<file path="src/ipd_defs.svh">
`ifndef IPD_DEFS_SVH
`define IPD_DEFS_SVH
`define IPD_PWR_ADDR      8'h87
`define IPD_BIT_IDLE      0
`define IPD_BIT_PDOWN     1
`define IPD_BIT_GF0       2
`define IPD_BIT_GF1       3
`define IPD_BIT_BAUD      7
`define IPD_PWR_RESET     8'h00
`define IPD_PWR_WMASK     8'h8F
`define IPD_WAKE_OSC      1536
`define IPD_OSC_PER_CLK   1
`define IPD_WAKE_CYCLES   (`IPD_WAKE_OSC / `IPD_OSC_PER_CLK)
`endif

</file>
<file path="src/ipd_pkg.sv">
package ipd_pkg;
  typedef enum logic [3:0] {
    IPD_RUN   = 4'b0001,
    IPD_IDLE  = 4'b0010,
    IPD_PDOWN = 4'b0100,
    IPD_WAKE  = 4'b1000
  } ipd_state_t;
endpackage

</file>
<file path="src/ipd_power_ctrl.sv">
// How it works
// - writing idle request bit enters idle after that write completes
// - idle stops only cpu clock; peripheral clock keeps running
// - idle keeps cpu state and ram by freezing cpu clock enable
// - enabled interrupt in idle clears idle bit and resumes cpu clock
// - general flags at bits 2 and 3 are plain read/write storage
// - reset reloads the power register; ram is untouched here
// - writing powerdown request bit stops oscillator after that write
// - powerdown keeps registers, ports drive latches, strobes held low
// - powerdown left only by enabled wake interrupt inputs or reset
// - wake interrupt exit gates internal clock for 1536 oscillator periods
// - reset exit from powerdown runs no stabilisation delay
// - power register accessed by whole byte only, no bit access
// - powerdown during external fetch drives port two from its latch
// - idle strobes high, powerdown strobes low, port zero floats externally
// - bit 7 baud doubler, bits 6-4 reserved, flags, powerdown, idle
`include "ipd_defs.svh"
module ipd_power_ctrl
  import ipd_pkg::*;
#(
  parameter int WAKE_CYCLES = `IPD_WAKE_CYCLES
) (
  input  wire logic       clock,
  input  wire logic       arst_n,
  input  wire logic       sfr_wr,
  input  wire logic       sfr_rd,
  input  wire logic       sfr_bit_op,
  input  wire logic [7:0] sfr_addr,
  input  wire logic [7:0] sfr_wdata,
  output logic      [7:0] sfr_rdata,
  input  wire logic       irq_pending,
  input  wire logic [7:0] wake_interrupt_inputs_n,
  input  wire logic [7:0] wake_enable,
  input  wire logic       ext_fetch,
  input  wire logic       core_ale,
  input  wire logic       core_program_store_strobe,
  input  wire logic [7:0] core_p2_addr,
  input  wire logic [7:0] port_two_latch,
  output logic            cpu_clk_en,
  output logic            periph_clk_en,
  output logic            osc_enable,
  output logic            baud_doubler,
  output logic            ale_out,
  output logic            program_store_strobe,
  output logic [7:0]      port_two_out,
  output logic            port_zero_float,
  output logic            idle_active,
  output logic            powerdown_active
);
  import ipd_pkg::*;

  localparam int CW = $clog2(WAKE_CYCLES + 1);
  // last count value of the stabilisation wait
  localparam logic [CW-1:0] WAKE_LAST = CW'(WAKE_CYCLES - 1);

  ipd_state_t  state;
  ipd_state_t  next_state;
  logic [7:0]  power_control;
  logic [CW-1:0] wake_count;
  logic [7:0]  wake_sync_n;
  logic        pwr_hit;
  logic        wake_hit;
  logic        wr_idle;
  logic        wr_pdown;

  // wake pins are asynchronous, so two flops sit in front of any decode
  ipd_sync #(.WIDTH(8)) u_wake_sync (
    .clock  (clock),
    .arst_n (arst_n),
    .din    (wake_interrupt_inputs_n),
    .dout   (wake_sync_n)
  );

  // single-bit accesses never reach the power register
  assign pwr_hit  = (sfr_addr == `IPD_PWR_ADDR) && !sfr_bit_op;
  assign wr_idle  = sfr_wr && pwr_hit && sfr_wdata[`IPD_BIT_IDLE];
  assign wr_pdown = sfr_wr && pwr_hit && sfr_wdata[`IPD_BIT_PDOWN];
  assign wake_hit = |(~wake_sync_n & wake_enable);

  // powerdown is tested first so it wins over idle in one write
  always_comb begin
    next_state = state;
    case (state)
      IPD_RUN: begin
        if (wr_pdown) begin
          next_state = IPD_PDOWN;
        end else if (wr_idle) begin
          next_state = IPD_IDLE;
        end
      end
      IPD_IDLE: begin
        if (irq_pending) begin
          next_state = IPD_RUN;
        end
      end
      IPD_PDOWN: begin
        if (wake_hit) begin
          next_state = IPD_WAKE;
        end
      end
      IPD_WAKE: begin
        if (wake_count == WAKE_LAST) begin
          next_state = IPD_RUN;
        end
      end
      default: next_state = IPD_RUN;
    endcase
  end

  // reset always lands in run with no delay
  always_ff @(posedge clock or negedge arst_n) begin
    if (!arst_n) begin
      state <= IPD_RUN;
    end else begin
      state <= next_state;
    end
  end

  // stabilisation wait runs only after a wake pin, never after reset
  always_ff @(posedge clock or negedge arst_n) begin
    if (!arst_n) begin
      wake_count <= '0;
    end else if (state == IPD_WAKE) begin
      wake_count <= wake_count + CW'(1);
    end else begin
      wake_count <= '0;
    end
  end

  // reserved bits 6..4 always read zero
  always_ff @(posedge clock or negedge arst_n) begin
    if (!arst_n) begin
      power_control <= `IPD_PWR_RESET;
    end else if (sfr_wr && pwr_hit) begin
      power_control <= sfr_wdata & `IPD_PWR_WMASK;
      if (sfr_wdata[`IPD_BIT_PDOWN]) begin
        power_control[`IPD_BIT_IDLE] <= 1'b0;
      end
    end else begin
      if (state == IPD_IDLE && irq_pending) begin
        power_control[`IPD_BIT_IDLE] <= 1'b0;
      end
      if (state == IPD_WAKE && next_state == IPD_RUN) begin
        power_control[`IPD_BIT_PDOWN] <= 1'b0;
      end
    end
  end

  // read data stands one cycle and is zero otherwise
  always_ff @(posedge clock or negedge arst_n) begin
    if (!arst_n) begin
      sfr_rdata <= 8'h00;
    end else if (sfr_rd && pwr_hit) begin
      sfr_rdata <= power_control;
    end else begin
      sfr_rdata <= 8'h00;
    end
  end

  // enables follow next_state, so they switch on the edge after the write
  always_ff @(posedge clock or negedge arst_n) begin
    if (!arst_n) begin
      cpu_clk_en       <= 1'b1;
      periph_clk_en    <= 1'b1;
      osc_enable       <= 1'b1;
    end else begin
      cpu_clk_en       <= (next_state == IPD_RUN);
      periph_clk_en    <= (next_state == IPD_RUN) || (next_state == IPD_IDLE);
      osc_enable       <= (next_state != IPD_PDOWN);
    end
  end

  // wake wait still counts as powerdown for the outside world
  always_ff @(posedge clock or negedge arst_n) begin
    if (!arst_n) begin
      idle_active      <= 1'b0;
      powerdown_active <= 1'b0;
    end else begin
      idle_active      <= (next_state == IPD_IDLE);
      powerdown_active <= (next_state == IPD_PDOWN) || (next_state == IPD_WAKE);
    end
  end

  always_ff @(posedge clock or negedge arst_n) begin
    if (!arst_n) begin
      baud_doubler <= 1'b0;
    end else begin
      baud_doubler <= power_control[`IPD_BIT_BAUD];
    end
  end

  // pin states in the reduced power modes
  always_ff @(posedge clock or negedge arst_n) begin
    if (!arst_n) begin
      ale_out              <= 1'b1;
      program_store_strobe <= 1'b1;
      port_two_out         <= 8'h00;
      port_zero_float      <= 1'b0;
    end else begin
      case (next_state)
        IPD_IDLE: begin
          ale_out              <= 1'b1;
          program_store_strobe <= 1'b1;
          port_two_out         <= ext_fetch ? core_p2_addr : port_two_latch;
          port_zero_float      <= ext_fetch;
        end
        IPD_PDOWN, IPD_WAKE: begin
          ale_out              <= 1'b0;
          program_store_strobe <= 1'b0;
          port_two_out         <= port_two_latch;
          port_zero_float      <= ext_fetch;
        end
        default: begin
          ale_out              <= core_ale;
          program_store_strobe <= core_program_store_strobe;
          port_two_out         <= ext_fetch ? core_p2_addr : port_two_latch;
          port_zero_float      <= 1'b0;
        end
      endcase
    end
  end
endmodule

</file>
<file path="src/ipd_sync.sv">
module ipd_sync #(
  parameter int WIDTH = 1
) (
  input  wire logic             clock,
  input  wire logic             arst_n,
  input  wire logic [WIDTH-1:0] din,
  output logic      [WIDTH-1:0] dout
);
  logic [WIDTH-1:0] stage;
  always_ff @(posedge clock or negedge arst_n) begin
    if (!arst_n) begin
      stage <= '0;
      dout  <= '0;
    end else begin
      stage <= din;
      dout  <= stage;
    end
  end
endmodule
</file>
<file path="config.mk">
export PLATFORM = sky130hd
export DESIGN_NAME = ipd_power_ctrl
export DESIGN_NICKNAME = d
export VERILOG_FILES = /design/src/ipd_pkg.sv /design/src/ipd_power_ctrl.sv /design/src/ipd_sync.sv
export VERILOG_INCLUDE_DIRS = /design/src
export SDC_FILE = /design/constraint.sdc
export NUM_CORES = 1
export LEC_CHECK = 0
export BUFFER_PORTS_ARGS = -buffer_cell sky130_fd_sc_hd__buf_4
export CORE_ASPECT_RATIO = 1.4
export CORE_MARGIN = 2
export CORE_UTILIZATION = 52
export CTS_CLUSTER_SIZE = 12
export DETAILED_ROUTE_END_ITERATION = 6
export PLACE_DENSITY = 0.84
export SLEW_MARGIN = 20
export SYNTH_ARGS = -nofsm -noshare
export SYNTH_HDL_FRONTEND = slang
export SYNTH_HIERARCHICAL = 1
export SYNTH_SLANG_ARGS = --single-unit
</file>
<file path="constraint.sdc">
create_clock -name clock -period 2.9 [get_ports clock]
set_input_delay 0.435 -clock clock [delete_from_list [all_inputs] [get_ports clock]]
set_output_delay 0.435 -clock clock [all_outputs]
set_load 0.05 [all_outputs]
</file>
## Word-level counts from Yosys, hierarchy flattened

Cells that the tools add are included.

- Latch bits: 0
- Word-level logic and storage cells: 64
- Output and inout bits: 25
- Flip-flop bits (word level): 61
- Bits of input ports: 57
- ROM bits: 0
- Memory bits (writable): 0
- Memories: 0

- Reduce and logical (&&, ||, !) cells: 15
- Equality and inequality tests: 11
- Div/mod/pow operators: 0
- Add/sub/neg operators: 1
- Multiply operators: 0
- Multiplexer cells: 17
- Bitwise logic cells: 2
- Shift operators: 0
- $lt $le $gt $ge: 0

Operators by type and width:

| kind | number |
|---|---|
| 8-bit two-way mux | 3 |
| 4-bit two-way mux | 5 |
| 4-bit case mux with 4 select lines | 1 |
| 11-bit by 1-bit adder with 11-bit output, second input constant | 1 |
| 11-bit equality test, second input constant | 1 |
| 11-bit two-way mux | 1 |
| 8-bit bitwise AND | 1 |
| 4-bit by 1-bit equality test with 1-bit output, second input constant | 2 |
| 4-bit by 2-bit equality test with 1-bit output, second input constant | 2 |
| 4-bit by 3-bit equality test with 1-bit output, second input constant | 2 |
| 4-bit equality test, second input constant | 2 |
| 8-bit equality test, second input constant | 1 |
| 8-bit inverter | 1 |
| 8-bit OR reduction | 1 |
| 1-bit logical AND | 7 |
| 1-bit two-way mux | 4 |
| 4-bit by 3-bit inequality test with 1-bit output, second input constant | 1 |
| 1-bit case mux with 2 select lines | 2 |
| 2-bit nonzero test | 2 |
| 3-bit OR reduction | 1 |
| 1-bit logical OR | 2 |
| 2-bit two-way mux | 1 |
| 2-bit OR reduction | 1 |
| 1-bit logical NOT | 1 |

## Depth between registers and ports, before layout

Gate-level depths: netlist of the first run.

- Depth after elaboration: 11
- Mapped depth: 5
- Gate-level depth less buffers: 5

## Modules after synthesis

The synthesis of the first run kept the hierarchy.

By module, submodules not included:

| module | area an instance (µm²) | instances | cells each | sequential area each (µm²) |
|---|---|---|---|---|
| ipd_power_ctrl | 1886.8 | 1 | 156 | 1058.5 |
| ipd_sync | 400.4 | 1 | 16 | 400.4 |

## Worst setup path after synthesis of the first run

No wires, ideal clock.

- Path type: flip-flop to flip-flop
- Start point: reg wake_count[0]
- End point: reg port_two_out[0]
- Setup slack: 1110 ps
- Arrival: 1665 ps
- Stages on the path, launching flop included: 6
- Required time: 2775 ps
- Clock period less this slack: 1790 ps
- Library setup time: 125 ps
- Buffers on the path: 0
- Cell sequence: dfrtp_1 ha_1 and4_4 a31oi_4 nor3_4 mux2_4

- Word-level cells in the longest chain between the ends: 6
- Elaborated cells between the ends (all ways): 7
- Classes of those cells: eq/ne: 3; mux: 3; reduce/logical: 1

RTL lines:

| what | RTL line | text |
|---|---|---|
| start, declared | ipd_power_ctrl.sv:59 | `logic [CW-1:0] wake_count;` |
| start signal, assigned | ipd_power_ctrl.sv:124 | `wake_count <= wake_count + CW'(1);` |
| 11-bit equality test (*) | ipd_power_ctrl.sv:102 | `if (wake_count == WAKE_LAST) begin` |
| 4-bit two-way mux (*) | ipd_power_ctrl.sv:102 |  |
| 4-bit case mux with 4 select lines (*) | ipd_power_ctrl.sv:83 | `case (state)` |
| 4-bit by 3-bit equality test with 1-bit output or 4-bit equality test (tied branches) | ipd_power_ctrl.sv:200 | `case (next_state)` |
| 2-bit OR reduction (*) | ipd_power_ctrl.sv:200 |  |
| 8-bit two-way mux (*) | - |  |
| end signal, assigned | ipd_power_ctrl.sv:204 | `port_two_out <= ext_fetch ? core_p2_addr : port_two_latch;` |
| end signal, assigned | ipd_power_ctrl.sv:210 | `port_two_out <= port_two_latch;` |
| end signal, assigned | ipd_power_ctrl.sv:216 | `port_two_out <= ext_fetch ? core_p2_addr : port_two_latch;` |
| end, declared | ipd_power_ctrl.sv:45 | `output logic [7:0] port_two_out,` |

Every way passes the cells marked *; elsewhere a longest branch is shown, timed or not.
A chain may end at the register's enable or synchronous reset.

## Worst setup path in the final report of the first run

- Start point: reg state[0]
- End point: reg port_two_out[3]

- Word-level cells in the longest chain between the ends: 6
- Elaborated cells between the ends (all ways): 14
- Classes of those cells: eq/ne: 6; mux: 7; reduce/logical: 1

RTL lines:

| what | RTL line | text |
|---|---|---|
| start, declared | ipd_power_ctrl.sv:56 | `ipd_state_t state;` |
| start signal, assigned | ipd_power_ctrl.sv:115 | `state <= next_state;` |
| 4-bit two-way mux | ipd_power_ctrl.sv:87 | `end else if (wr_idle) begin` |
| 4-bit two-way mux | ipd_power_ctrl.sv:85 | `if (wr_pdown) begin` |
| 4-bit case mux with 4 select lines (*) | ipd_power_ctrl.sv:83 |  |
| 4-bit by 3-bit equality test with 1-bit output or 4-bit equality test (tied branches) | ipd_power_ctrl.sv:200 |  |
| 2-bit OR reduction (*) | ipd_power_ctrl.sv:200 |  |
| 8-bit two-way mux (*) | - |  |

Marks and branches as above.

==> key figures, run 1 <==
CTS
  – Clock Sinks: 58
  – CTS tree: yes
  – CTS buffer count: 9
  – Post-cts hold buffer count: 0
  – Skew-Pair Late Insertion Delay: 0.33 ns
  – Root Buffer: clkbuf_8
  – Post-CTS Setup Inserts: 0
  – Clock buffer depth: 2
  – Post_cts resized: 0
  – Clk slew on worst S/H paths: 0.06 ns
  – H-tree depth: 3

Yosys
  – Async SR Flop Fraction: 100%
  – Synth Flop Type: dfrtp_1
  – Ys Warns: 6
  – Avg Cell Area, Syn: 13.3 um2
  – Sequential element share of the synthesized area: 63.8%
  – #FFs+latches synth: 58
  – Synth unique cells: 41
  – Mapped cell area: 0.00229 mm2
  – Post-synth EDFFs: 0
  – Gate Count Post-Synth: 172

Detailed routing
  – Mean routed wirelength per cell: 13.7 um
  – Routed Antenna Nets: 0
  – Vias/cell: 5.05
  – Via count: 1622
  – Drt initial violations: 41
  – Number of remaining DRC errors: 0
  – Routed wire length: 4400 um
  – DRT Pass-1 Iters: 4

Floorplan
  – Initial core utilization: 54.0%
  – Core Area: 0.00424 mm2
  – Die Y: 82.5 um
  – # rows: 28
  – Full die area: 0.00495 mm2
  – Die X: 60.1 um
  – Num ports: 82

Critical path
  – Largest stage delay on the critical path: 0.57 ns
  – CP Cell Sequence: nor4b_1, and4_4, nor3_4, mux2_4
  – R2R Path End: port_two_out[3]$_DFF_PN0_
  – R2R depth: 4
  – Worst Setup Start Kind: register
  – Crit path capture type: register
  – Family with the most delay on the worst path: simple AND/OR/NAND/NOR gates
  – Critical Path Sink: port_two_out[3]$_DFF_PN0_
  – Worst Setup SP: state[0]$_DFF_PN1_
  – CP required: 3.11 ns
  – RR Startpoint: state[0]$_DFF_PN1_
  – Buf/Inv on CP: 0
  – CP max FO: 8
  – Crit path depth: 4
  – Crit-path slowest cell: dfstp_2
  – R2R setup slack: 0.91 ns
  – Crit path DAT: 2.20 ns
  – CP Class: reg2reg

Global route
  – Antenna violations before repair: 0
  – Vias in the first global route: 1675
  – Pin count of the biggest net entering global routing: 59
  – GRT Total Usage: 20.7%
  – First-pass GRT wire length: 7280 um
  – GRT overflow: 0

Timing
  – Post-layout minimum cycle time: 1.99 ns
  – Count of final setup violators: 0
  – Fin crit share: 68.5%
  – Worst Tran Pin Value: 0.703 ns
  – Setup tns final: 0 ns
  – Final hold viol count: 0
  – Peak Freq: 503 MHz
  – Final worst setup slack: 0.914 ns
  – RSZ-0062 raised after global routing: no
  – Max-slew violations: 0
  – Clk_skew: 0.00637 ns
  – Slew HR: 53.1%

Placed design
  – DP Wirelength: 3160 um
  – IO Port Bufs: 75
  – Final GP Congestion: 0.726
  – Place WS: 0.889 ns

Power
  – PwrDens: 575 mW/mm2
  – Leak pwr: 1.55 nW
  – Post-route total power: 1.79 mW
  – VDD IR max: 0.406 mV

Flow run
  – Max cap viols: 0

Layout
  – Most frequent cells in the layout: buf_4 (75), dfrtp_1 (52), inv_1 (12), nor2_1 (11), clkbuf_8 (11)
  – Layout cells sized above 1: 45.2%
  – Fill cell count: 289
  – Nets: 314
  – Area Overhead vs Synth: 36.4%
  – Most common cell after layout, fill and taps aside: buf_4
  – # diodes: 0
  – Sequential Area: 0.00146 mm2
  – Area of the multi-input gates: 764 um2

Outcome
  – Status: finished, final reports clean

Worst hold path
  – Hold Path Class: in2async
-- state kept, by name, summed over array words and instances (netlist names), 4 cells and up --
name / cells
wake_count: 11
power_control: 5
u_wake_sync/dout: 8
u_wake_sync/stage: 8
port_two_out: 8
state: 4
sfr_rdata: 5
-- synthesized netlist by cell type, types with 3 or more instances --
cell	number	area share (%)
and2_1	5	1.4
a21o_1	3	0.98
buf_4	3	0.98
inv_1	12	2.0
nor2_1	11	1.8
o22ai_1	6	1.6
mux2_4	8	5.3
xor2_1	5	1.9
and4_1	3	1.1
mux2_2	3	1.5
nor2b_1	3	0.82
dfstp_2	6	6.9
dfrtp_1	52	57
nand2_1	5	0.82
xnor2_1	3	1.1
o21ai_0	6	1.3
nand3_1	8	1.8
-- worst register-to-register path, stage by stage (launching register included) --
cell and delay, ns:
dfstp_2 0.57, nor4b_1 0.51, and4_4 0.37, nor3_4 0.10
mux2_4 0.31
-- area by class of cell --
cell class / count / area share (%)
multi-input cells: 100 / 24.5
clock inverters: 5 / 2.00
clock buffers: 11 / 4.85
inverters: 12 / 1.44
repair buffers: 75 / 18.0
well taps: 60 / 2.41
flip-flops and latches: 58 / 46.8
-- per-stage QoR --
step                utilization, %  hold slack [ns]  cell area (um2)  std cells
floorplan                        -            0.139             2290        174
global placement              68.6            0.332             2910        305
detailed placement            68.6            0.335             2910        305
CTS                           73.6            0.169             3120        321
global route                  73.6            0.180             3120        321
finish                        73.6            0.156             3120        321
-- worst min path at each step --
stage | depth (start not counted) | endpoint | startpoint
2_1_floorplan | 0 | baud_doubler$_DFF_PN0_ | arst_n
3_3_place_gp | 0 | u_wake_sync/dout[2]$_DFF_PN0_ | u_wake_sync/stage[2]$_DFF_PN0_
3_5_place_dp | 0 | u_wake_sync/dout[5]$_DFF_PN0_ | u_wake_sync/stage[5]$_DFF_PN0_
4_1_cts | 1 | sfr_rdata[3]$_DFF_PN0_ | arst_n
5_1_grt | 1 | u_wake_sync/stage[5]$_DFF_PN0_ | wake_interrupt_inputs_n[5]
6_report | 1 | power_control[2]$_DFFE_PN0P_ | arst_n
-- power by group --
group          leakage [nW]  internal [mW]  switching [mW]
Clock                 0.102          0.446           0.316
Sequential            0.734          0.838         0.00908
Combinational         0.715         0.0841           0.102
Total                  1.55           1.37           0.427
-- layer usage --
layer	vias up	track usage [%]	wire length, um
met4	0	14.0	175
met3	16	7.94	209
met1	789	20.8	1580
met5	-	0	0
met2	59	34.8	2430
li1	758	-	-
-- kinds of logic (layout without fill, tap and decap cells) --
family          after synthesis  in the layout  share of synthesized area [%]
fa+ha+maj                     1              1                          0.547
simple gates                 56             56                           16.2
flops                        58             58                           63.8
mux                          12             12                           7.17
compound gates               20             20                           5.96
buf+inv                      16            103                           3.12
other cells                   1              3                          0.164
xor+xnor                      8              8                           3.06
No activity file was read; power rests on OpenSTA's default activity.
==> inputs of run 2 (changes only) <==
--- a/config.mk
+++ b/config.mk
@@ -6,13 +6,14 @@
 export SDC_FILE = /design/constraint.sdc
 export NUM_CORES = 1
 export LEC_CHECK = 0
+export ABC_AREA = 1
 export BUFFER_PORTS_ARGS = -buffer_cell sky130_fd_sc_hd__buf_4
 export CORE_ASPECT_RATIO = 1.4
 export CORE_MARGIN = 2
-export CORE_UTILIZATION = 52
+export CORE_UTILIZATION = 45
 export CTS_CLUSTER_SIZE = 12
 export DETAILED_ROUTE_END_ITERATION = 6
-export PLACE_DENSITY = 0.84
+export PLACE_DENSITY = 0.76
 export SLEW_MARGIN = 20
 export SYNTH_ARGS = -nofsm -noshare
 export SYNTH_HDL_FRONTEND = slang
==> constraint.sdc (replaced) <==
create_clock -name clock -period 1.8 [get_ports clock]
set_input_delay 0.27 -clock clock [delete_from_list [all_inputs] [get_ports clock]]
set_output_delay 0.27 -clock clock [all_outputs]
set_load 0.05 [all_outputs]
==> run 2 against run 1 <==
Flip-flop and latch count did not move. Power grew 90%. Clock skew rose by 0.00081 ns. Clock power up 85%. First-iteration DRC count is 76% higher. Count of clock-buffer cells in the layout unchanged. Wire length grew 5.5%. Non-clock buffer count rose by 2. Critical path type unchanged. Critical endpoint is now port_two_out[2]$_DFF_PN0_. Largest cell class unchanged. Highest routed layer unchanged.
==> key figures, run 2 <==
Yosys
  – Post-synth EDFFs: 0
  – Largest area contributor in the netlist: dfrtp_1
  – Top-count cell post-synth: nand2_1
  – Gate Count Post-Synth: 250
  – #FFs+latches synth: 58
  – Synth unique cells: 29
  – Async SR Flop Fraction: 100%
  – Ys Warns: 6
  – Mapped cell area: 0.00243 mm2
  – Synth Flop Type: dfrtp_1
  – Synth top area cells: dfrtp_1 (53%), nand2_1 (10%), dfstp_2 (6.5%), inv_1 (5.2%), nor2_1 (3.1%)
  – Post-synth top cells: nand2_1 (65), dfrtp_1 (52), inv_1 (34)
  – Avg Cell Area, Syn: 9.73 um2
  – Sequential element share of the synthesized area: 60.0%
  – Top cell type's share of synthesized area: 53.5%

Floorplan
  – # rows: 31
  – Full die area: 0.00602 mm2
  – Num ports: 82
  – Initial core utilization: 46.8%
  – Die X: 66.1 um
  – Core Area: 0.00520 mm2
  – Die Y: 91.0 um

Layout
  – Layout cells sized above 1: 36.7%
  – Nets: 394
  – Final cell count without fillers: 407
  – # diodes: 0
  – Final Util: 63.7%
  – Most common cell after layout, fill and taps aside: buf_4
  – Final std cell area, no fill: 0.00331 mm2
  – Area Overhead vs Synth: 36.1%
  – Biggest register: wake_count
  – Max reg flops: 11
  – Most frequent cells in the layout: buf_4 (76), nand2_1 (65), dfrtp_1 (52), inv_1 (34), nor2_1 (20)

CTS
  – Root Buffer: clkbuf_8
  – Skew-Pair Late Insertion Delay: 0.34 ns
  – CTS tree: yes
  – Clk slew on worst S/H paths: 0.06 ns
  – Clock buffer depth: 2
  – Clock Sinks: 58
  – CTS buffer count: 9
  – H-tree depth: 3
  – Post-CTS Setup Inserts: 0

Critical path
  – Worst Setup Start Kind: register
  – R2R setup slack: 0.17 ns
  – Crit path DAT: 1.85 ns
  – RR Startpoint: wake_count[0]$_DFF_PN0_
  – CP required: 2.02 ns
  – Largest stage delay on the critical path: 0.37 ns
  – Crit path capture type: register
  – Most common cell on crit path: nand3_2
  – Crit-path slowest cell: dfrtp_1
  – CP Cell Sequence: ha_1, nand3_2, nor2_4, nand3_2, nand3_2, nand2_4, inv_6, nand3_4, nand2_1, nand2_1
  – CP max FO: 10
  – R2R depth: 10
  – CP Class: reg2reg
  – Family with the most delay on the worst path: simple AND/OR/NAND/NOR gates
  – Buf/Inv on CP: 1
  – R2R Path End: port_two_out[2]$_DFF_PN0_

Timing
  – Max-slew violations: 0
  – Setup tns final: 0 ns
  – Clk_skew: 0.00718 ns
  – Final hold slack: 0.0358 ns
  – Final hold viol count: 0
  – Fin crit share: 90.5%
  – Count of final setup violators: 0
  – Slew HR: 52.7%
  – RSZ-0062 raised after global routing: no
  – Post-layout minimum cycle time: 1.63 ns
  – Peak Freq: 614 MHz
  – Final worst setup slack: 0.171 ns
  – Worst Tran Pin Value: 0.710 ns

Worst hold path
  – Hold Path Class: in2reg
  – Hold Startpoint: wake_interrupt_inputs_n[3]
  – Worst Hold Endpoint: u_wake_sync/stage[3]$_DFF_PN0_
  – Hold Path Depth: 1

Global route
  – Antenna violations before repair: 0
  – Met3 Use GR: 4.96%
  – GRT overflow: 0
  – Routing usage on met1: 19.6%
  – First-pass GRT wire length: 7940 um
  – GRT Total Usage: 17.6%
  – Global routing's busiest layer: met2
  – Vias in the first global route: 1855
  – Pin count of the biggest net entering global routing: 59
  – Met2 Track Usage GR: 28.5%

Placed design
  – DP Wirelength: 3420 um
  – Final GP Congestion: 0.819
  – Placed inst area: 0.00307 mm2
  – Place WS: 0.154 ns
  – Placed Instances: 390
  – IO Port Bufs: 75

Power
  – Leak pwr: 1.69 nW
  – PwrDens: 1030 mW/mm2
  – Post-route total power: 3.41 mW
  – VDD IR max: 0.542 mV

Detailed routing
  – Drt initial violations: 72
  – Mean routed wirelength per cell: 11.4 um
  – Routed Antenna Nets: 0
  – Routed wire length: 4640 um
  – Via count: 1893
  – Vias/cell: 4.65
  – DRT Pass-1 Iters: 4
  – Number of remaining DRC errors: 0

Outcome
  – Status: finished, final reports clean

Flow run
  – Max cap viols: 0
[run 2: cell types whose count changed after synthesis, moves of 5 or more]
cell	change
and2_1	-5
nand4_1	+9
nand3_2	+7
o22ai_1	-6
nor2_2	+5
xor2_1	-5
nor2_1	+9
mux2_4	-8
nand2_1	+60
a21oi_1	+6
inv_1	+22
[run 2: area by class of cell]
| type | instances | area, um2 |
|---|---|---|
| clock buffers | 11 | 131 |
| clock inverters | 5 | 103 |
| fillers | 464 | 1890 |
| inverters | 37 | 145 |
| multi-input cells | 153 | 808 |
| flip-flops and latches | 58 | 1460 |
| well taps | 66 | 82.6 |
| repair buffers | 77 | 581 |
[run 2: worst max-delay path by stage]
stage / from / to / slack [ns] / cells after the start
after detailed placement: wake_count[0]$_DFF_PN0_ / port_two_out[2]$_DFF_PN0_ / 0.15 / 10
after floorplan: wake_count[0]$_DFF_PN0_ / port_two_out[1]$_DFF_PN0_ / 0.38 / 10
after CTS: wake_count[0]$_DFF_PN0_ / port_two_out[2]$_DFF_PN0_ / 0.14 / 10
final: wake_count[0]$_DFF_PN0_ / port_two_out[2]$_DFF_PN0_ / 0.17 / 10
after global placement: wake_count[0]$_DFF_PN0_ / port_two_out[2]$_DFF_PN0_ / 0.21 / 10
after global routing: wake_count[0]$_DFF_PN0_ / port_two_out[2]$_DFF_PN0_ / 0.03 / 10
[run 2: kinds of logic (layout without fill, tap and decap cells)]
logic type               count (synthesis)  after routing  synth area share [%]
flip-flops                              58             58                  60.0
buffers and inverters                   41            130                  7.10
adder cells (fa/ha/maj)                  1              1                 0.514
AO/OA/AOI/OAI                           15             15                  3.29
other                                    1              3                 0.154
AND/OR/NAND/NOR                        131            131                  27.6
multiplexers                             3              3                  1.39
[run 2: where the power goes]
part           leakage (nW)  switching [mW]  internal, mW
logic                 0.845           0.366         0.197
clock network         0.114           0.494         0.918
registers             0.736          0.0302          1.41
total                  1.69           0.891          2.52
[run 2: routing by layer]
metal  share of wire [%]  vias up
li1                    -      952
met1                  38      867
met2                  52       62
met3                 6.9       12
met4                 3.4        0
met5                   0        -
[run 2: what timing repair did]
action                    4_1_cts  5_1_grt
hold buffers                    1        0
gates resized for setup         0        0
hold endpoints to repair        4        0
[run 2: worst register-to-register path, cell delays in order, from the launching register on]
cell and delay [ns]:
dfrtp_1 0.37, ha_1 0.21, nand3_2 0.13, nor2_4 0.15, nand3_2 0.10, nand3_2 0.09
nand2_4 0.07, inv_6 0.09, nand3_4 0.15, nand2_1 0.10, nand2_1 0.06
==> inputs of run 3 (changes only) <==
==> constraint.sdc (replaced) <==
create_clock -name clock -period 1.4 [get_ports clock]
set_input_delay 0.21 -clock clock [delete_from_list [all_inputs] [get_ports clock]]
set_output_delay 0.21 -clock clock [all_outputs]
set_load 0.05 [all_outputs]
==> run 3 against run 2 <==
The flow now finishes with violations (negative setup slack). Combinational power up 46%. Sequential share of layout area decreased by 4.4 points. Cell area increased by 11%. Critical path type unchanged. Critical endpoint unchanged. Largest cell class unchanged.
==> key figures, run 3 (synthesis results as in run 2) <==
Outcome
  – Status: finished, violations left
  – Failing checks: negative setup slack

Power
  – Clock share of power: 36.5%
  – Switching pwr: 1.21 mW
  – Leak pwr: 1.86 nW
  – PwrDens: 1150 mW/mm2
  – Net Sw Frac: 28.9%
  – Int Power: 2.99 mW
  – VDD IR max: 0.859 mV
  – Power share of the sequential group: 44.0%
  – Comb pwr share: 19.5%

Floorplan
  – Num ports: 82
  – Full die area: 0.00602 mm2
  – # rows: 31
  – Die Y: 91.0 um
  – Core Area: 0.00520 mm2
  – Die X: 66.1 um
  – Initial core utilization: 46.8%

Layout
  – Area Overhead vs Synth: 51.0%
  – Most frequent cells in the layout: buf_4 (92), nand2_1 (56), dfrtp_1 (52), inv_1 (34), nor2_1 (18)
  – Final Util: 70.7%
  – Nets: 423
  – Most common cell after layout, fill and taps aside: buf_4
  – Biggest register: wake_count
  – Max reg flops: 11
  – # diodes: 0
  – Layout cells sized above 1: 44.3%

Placed design
  – Place WS: -0.0922 ns
  – Final GP Congestion: 0.752
  – IO Port Bufs: 75
  – DP Wirelength: 3640 um

Critical path
  – Largest stage delay on the critical path: 0.55 ns
  – R2R depth: 9
  – RR Startpoint: state[0]$_DFF_PN1_
  – CP required: 1.63 ns
  – Crit-path slowest cell: dfstp_2
  – CP max FO: 5
  – CP Cell Sequence: nor2_2, nand3_2, clkinv_2, nand3_2, nand2_4, inv_6, nand3_4, nand2_1, nand2_1
  – Worst Setup Start Kind: register
  – Crit path capture type: register
  – R2R setup slack: -0.02 ns
  – R2R Path End: port_two_out[2]$_DFF_PN0_
  – CP Class: reg2reg
  – Crit path DAT: 1.65 ns

Global route
  – Pin count of the biggest net entering global routing: 34
  – Antenna violations before repair: 0
  – Met2 Track Usage GR: 32.3%
  – Vias in the first global route: 2026
  – GRT Total Usage: 19.0%
  – Routing usage on met1: 20.4%
  – First-pass GRT wire length: 8490 um
  – Global routing's busiest layer: met2
  – Met3 Use GR: 5.95%
  – GRT overflow: 0

Worst hold path
  – Hold Path Class: in2reg
  – Worst Hold Endpoint: ale_out$_DFF_PN1_
  – Hold Startpoint: core_ale
  – Hold Path Depth: 3

Timing
  – Final hold viol count: 0
  – Final hold slack: 0.0641 ns
  – Count of final setup violators: 4
  – Fin crit share: 101%
  – Clk_skew: 0.00664 ns
  – Final worst setup slack: -0.0164 ns
  – Post-layout minimum cycle time: 1.42 ns
  – Setup tns final: -0.0408 ns
  – Max-slew violations: 0
  – Peak Freq: 706 MHz
  – RSZ-0062 raised after global routing: yes

Detailed routing
  – Routed Antenna Nets: 0
  – Via count: 2049
  – Mean routed wirelength per cell: 11.9 um
  – Routed wire length: 5190 um
  – Drt initial violations: 60
  – DRT Pass-1 Iters: 5
  – Vias/cell: 4.70
  – Number of remaining DRC errors: 0

Flow run
  – Max cap viols: 0

CTS
  – Clock Sinks: 58
  – CTS tree: yes
  – Clk slew on worst S/H paths: 0.07 ns
  – Clock buffer depth: 2
  – H-tree depth: 3
  – Root Buffer: clkbuf_8
  – CTS buffer count: 9
  – Skew-Pair Late Insertion Delay: 0.34 ns
==> run 3: cell types whose count changed in the layout (fill, tap and decap cells not counted), moves of 3 or more <==
cell	previous run	this run
buf_4	76	92
nand2_1	65	56
dlygate4sd3_1	1	9
nand2_2	2	10
nand3_4	1	4
==> run 3: final cells by class <==
class | instances | area [um2]
fillers | 399 | 1530
flip-flops and latches | 58 | 1460
multi-input cells | 154 | 938
repair buffers | 105 | 843
inverters | 37 | 145
clock buffers | 10 | 138
well taps | 66 | 82.6
clock inverters | 6 | 66.3
==> run 3: worst max-delay path, delay by kind of cell (launching register included) <==
kind | cells | cell delay (ns)
and+or+nand+nor | 7 | 0.55
buffers and inverters | 2 | 0.21
DFF | 1 | 0.55
==> run 3: through the flow <==
stage | total power, mW | std cells | cell area, um2
6_report | 4.21 | 436 | 3670
3_5_place_dp | 2.63 | 402 | 3200
2_1_floorplan | 2.32 | 252 | 2460
3_3_place_gp | 2.61 | 402 | 3200
4_1_cts | 4.21 | 431 | 3570
5_1_grt | 4.39 | 436 | 3670
==> run 3: worst max path at each step <==
| stage | start | to | slack [ns] | cells past startpoint |
|---|---|---|---|---|
| detailed placement | wake_count[1]$_DFF_PN0_ | port_two_out[1]$_DFF_PN0_ | -0.09 | 10 |
| finish | state[0]$_DFF_PN1_ | port_two_out[2]$_DFF_PN0_ | -0.02 | 9 |
| floorplan | wake_count[0]$_DFF_PN0_ | port_two_out[1]$_DFF_PN0_ | -0.002 | 10 |
| global placement | wake_count[1]$_DFF_PN0_ | port_two_out[2]$_DFF_PN0_ | -0.06 | 10 |
| CTS | wake_count[0]$_DFF_PN0_ | port_two_out[6]$_DFF_PN0_ | -0.04 | 10 |
| global route | wake_count[6]$_DFF_PN0_ | port_two_out[2]$_DFF_PN0_ | -0.14 | 9 |
==> run 3: repair_timing <==
item / CTS / global route
resized for setup: 9 / 18
endpoints found under the hold margin: 32 / 0
setup buffers: 3 / 5
setup endpoints to repair: 12 / 19
pin swaps: 16 / 6
gates cloned: 1 / 0
hold buffers: 9 / 0
==> run 3: power groups by stage <==
stage / Clock, mW / Combinational, mW / Sequential (mW)
detailed placement: 0 / 0.747 / 1.88
CTS: 1.57 / 0.792 / 1.85
floorplan: 0 / 0.213 / 2.11
global route: 1.64 / 0.882 / 1.86
global placement: 0 / 0.733 / 1.88
finish: 1.53 / 0.822 / 1.85
==> run 3: per-layer routing <==
metal / vias to the layer above / routed length (um)
li1: 1014 / -
met1: 953 / 1970
met2: 70 / 2740
met5: - / 0
met4: 0 / 159
met3: 12 / 330
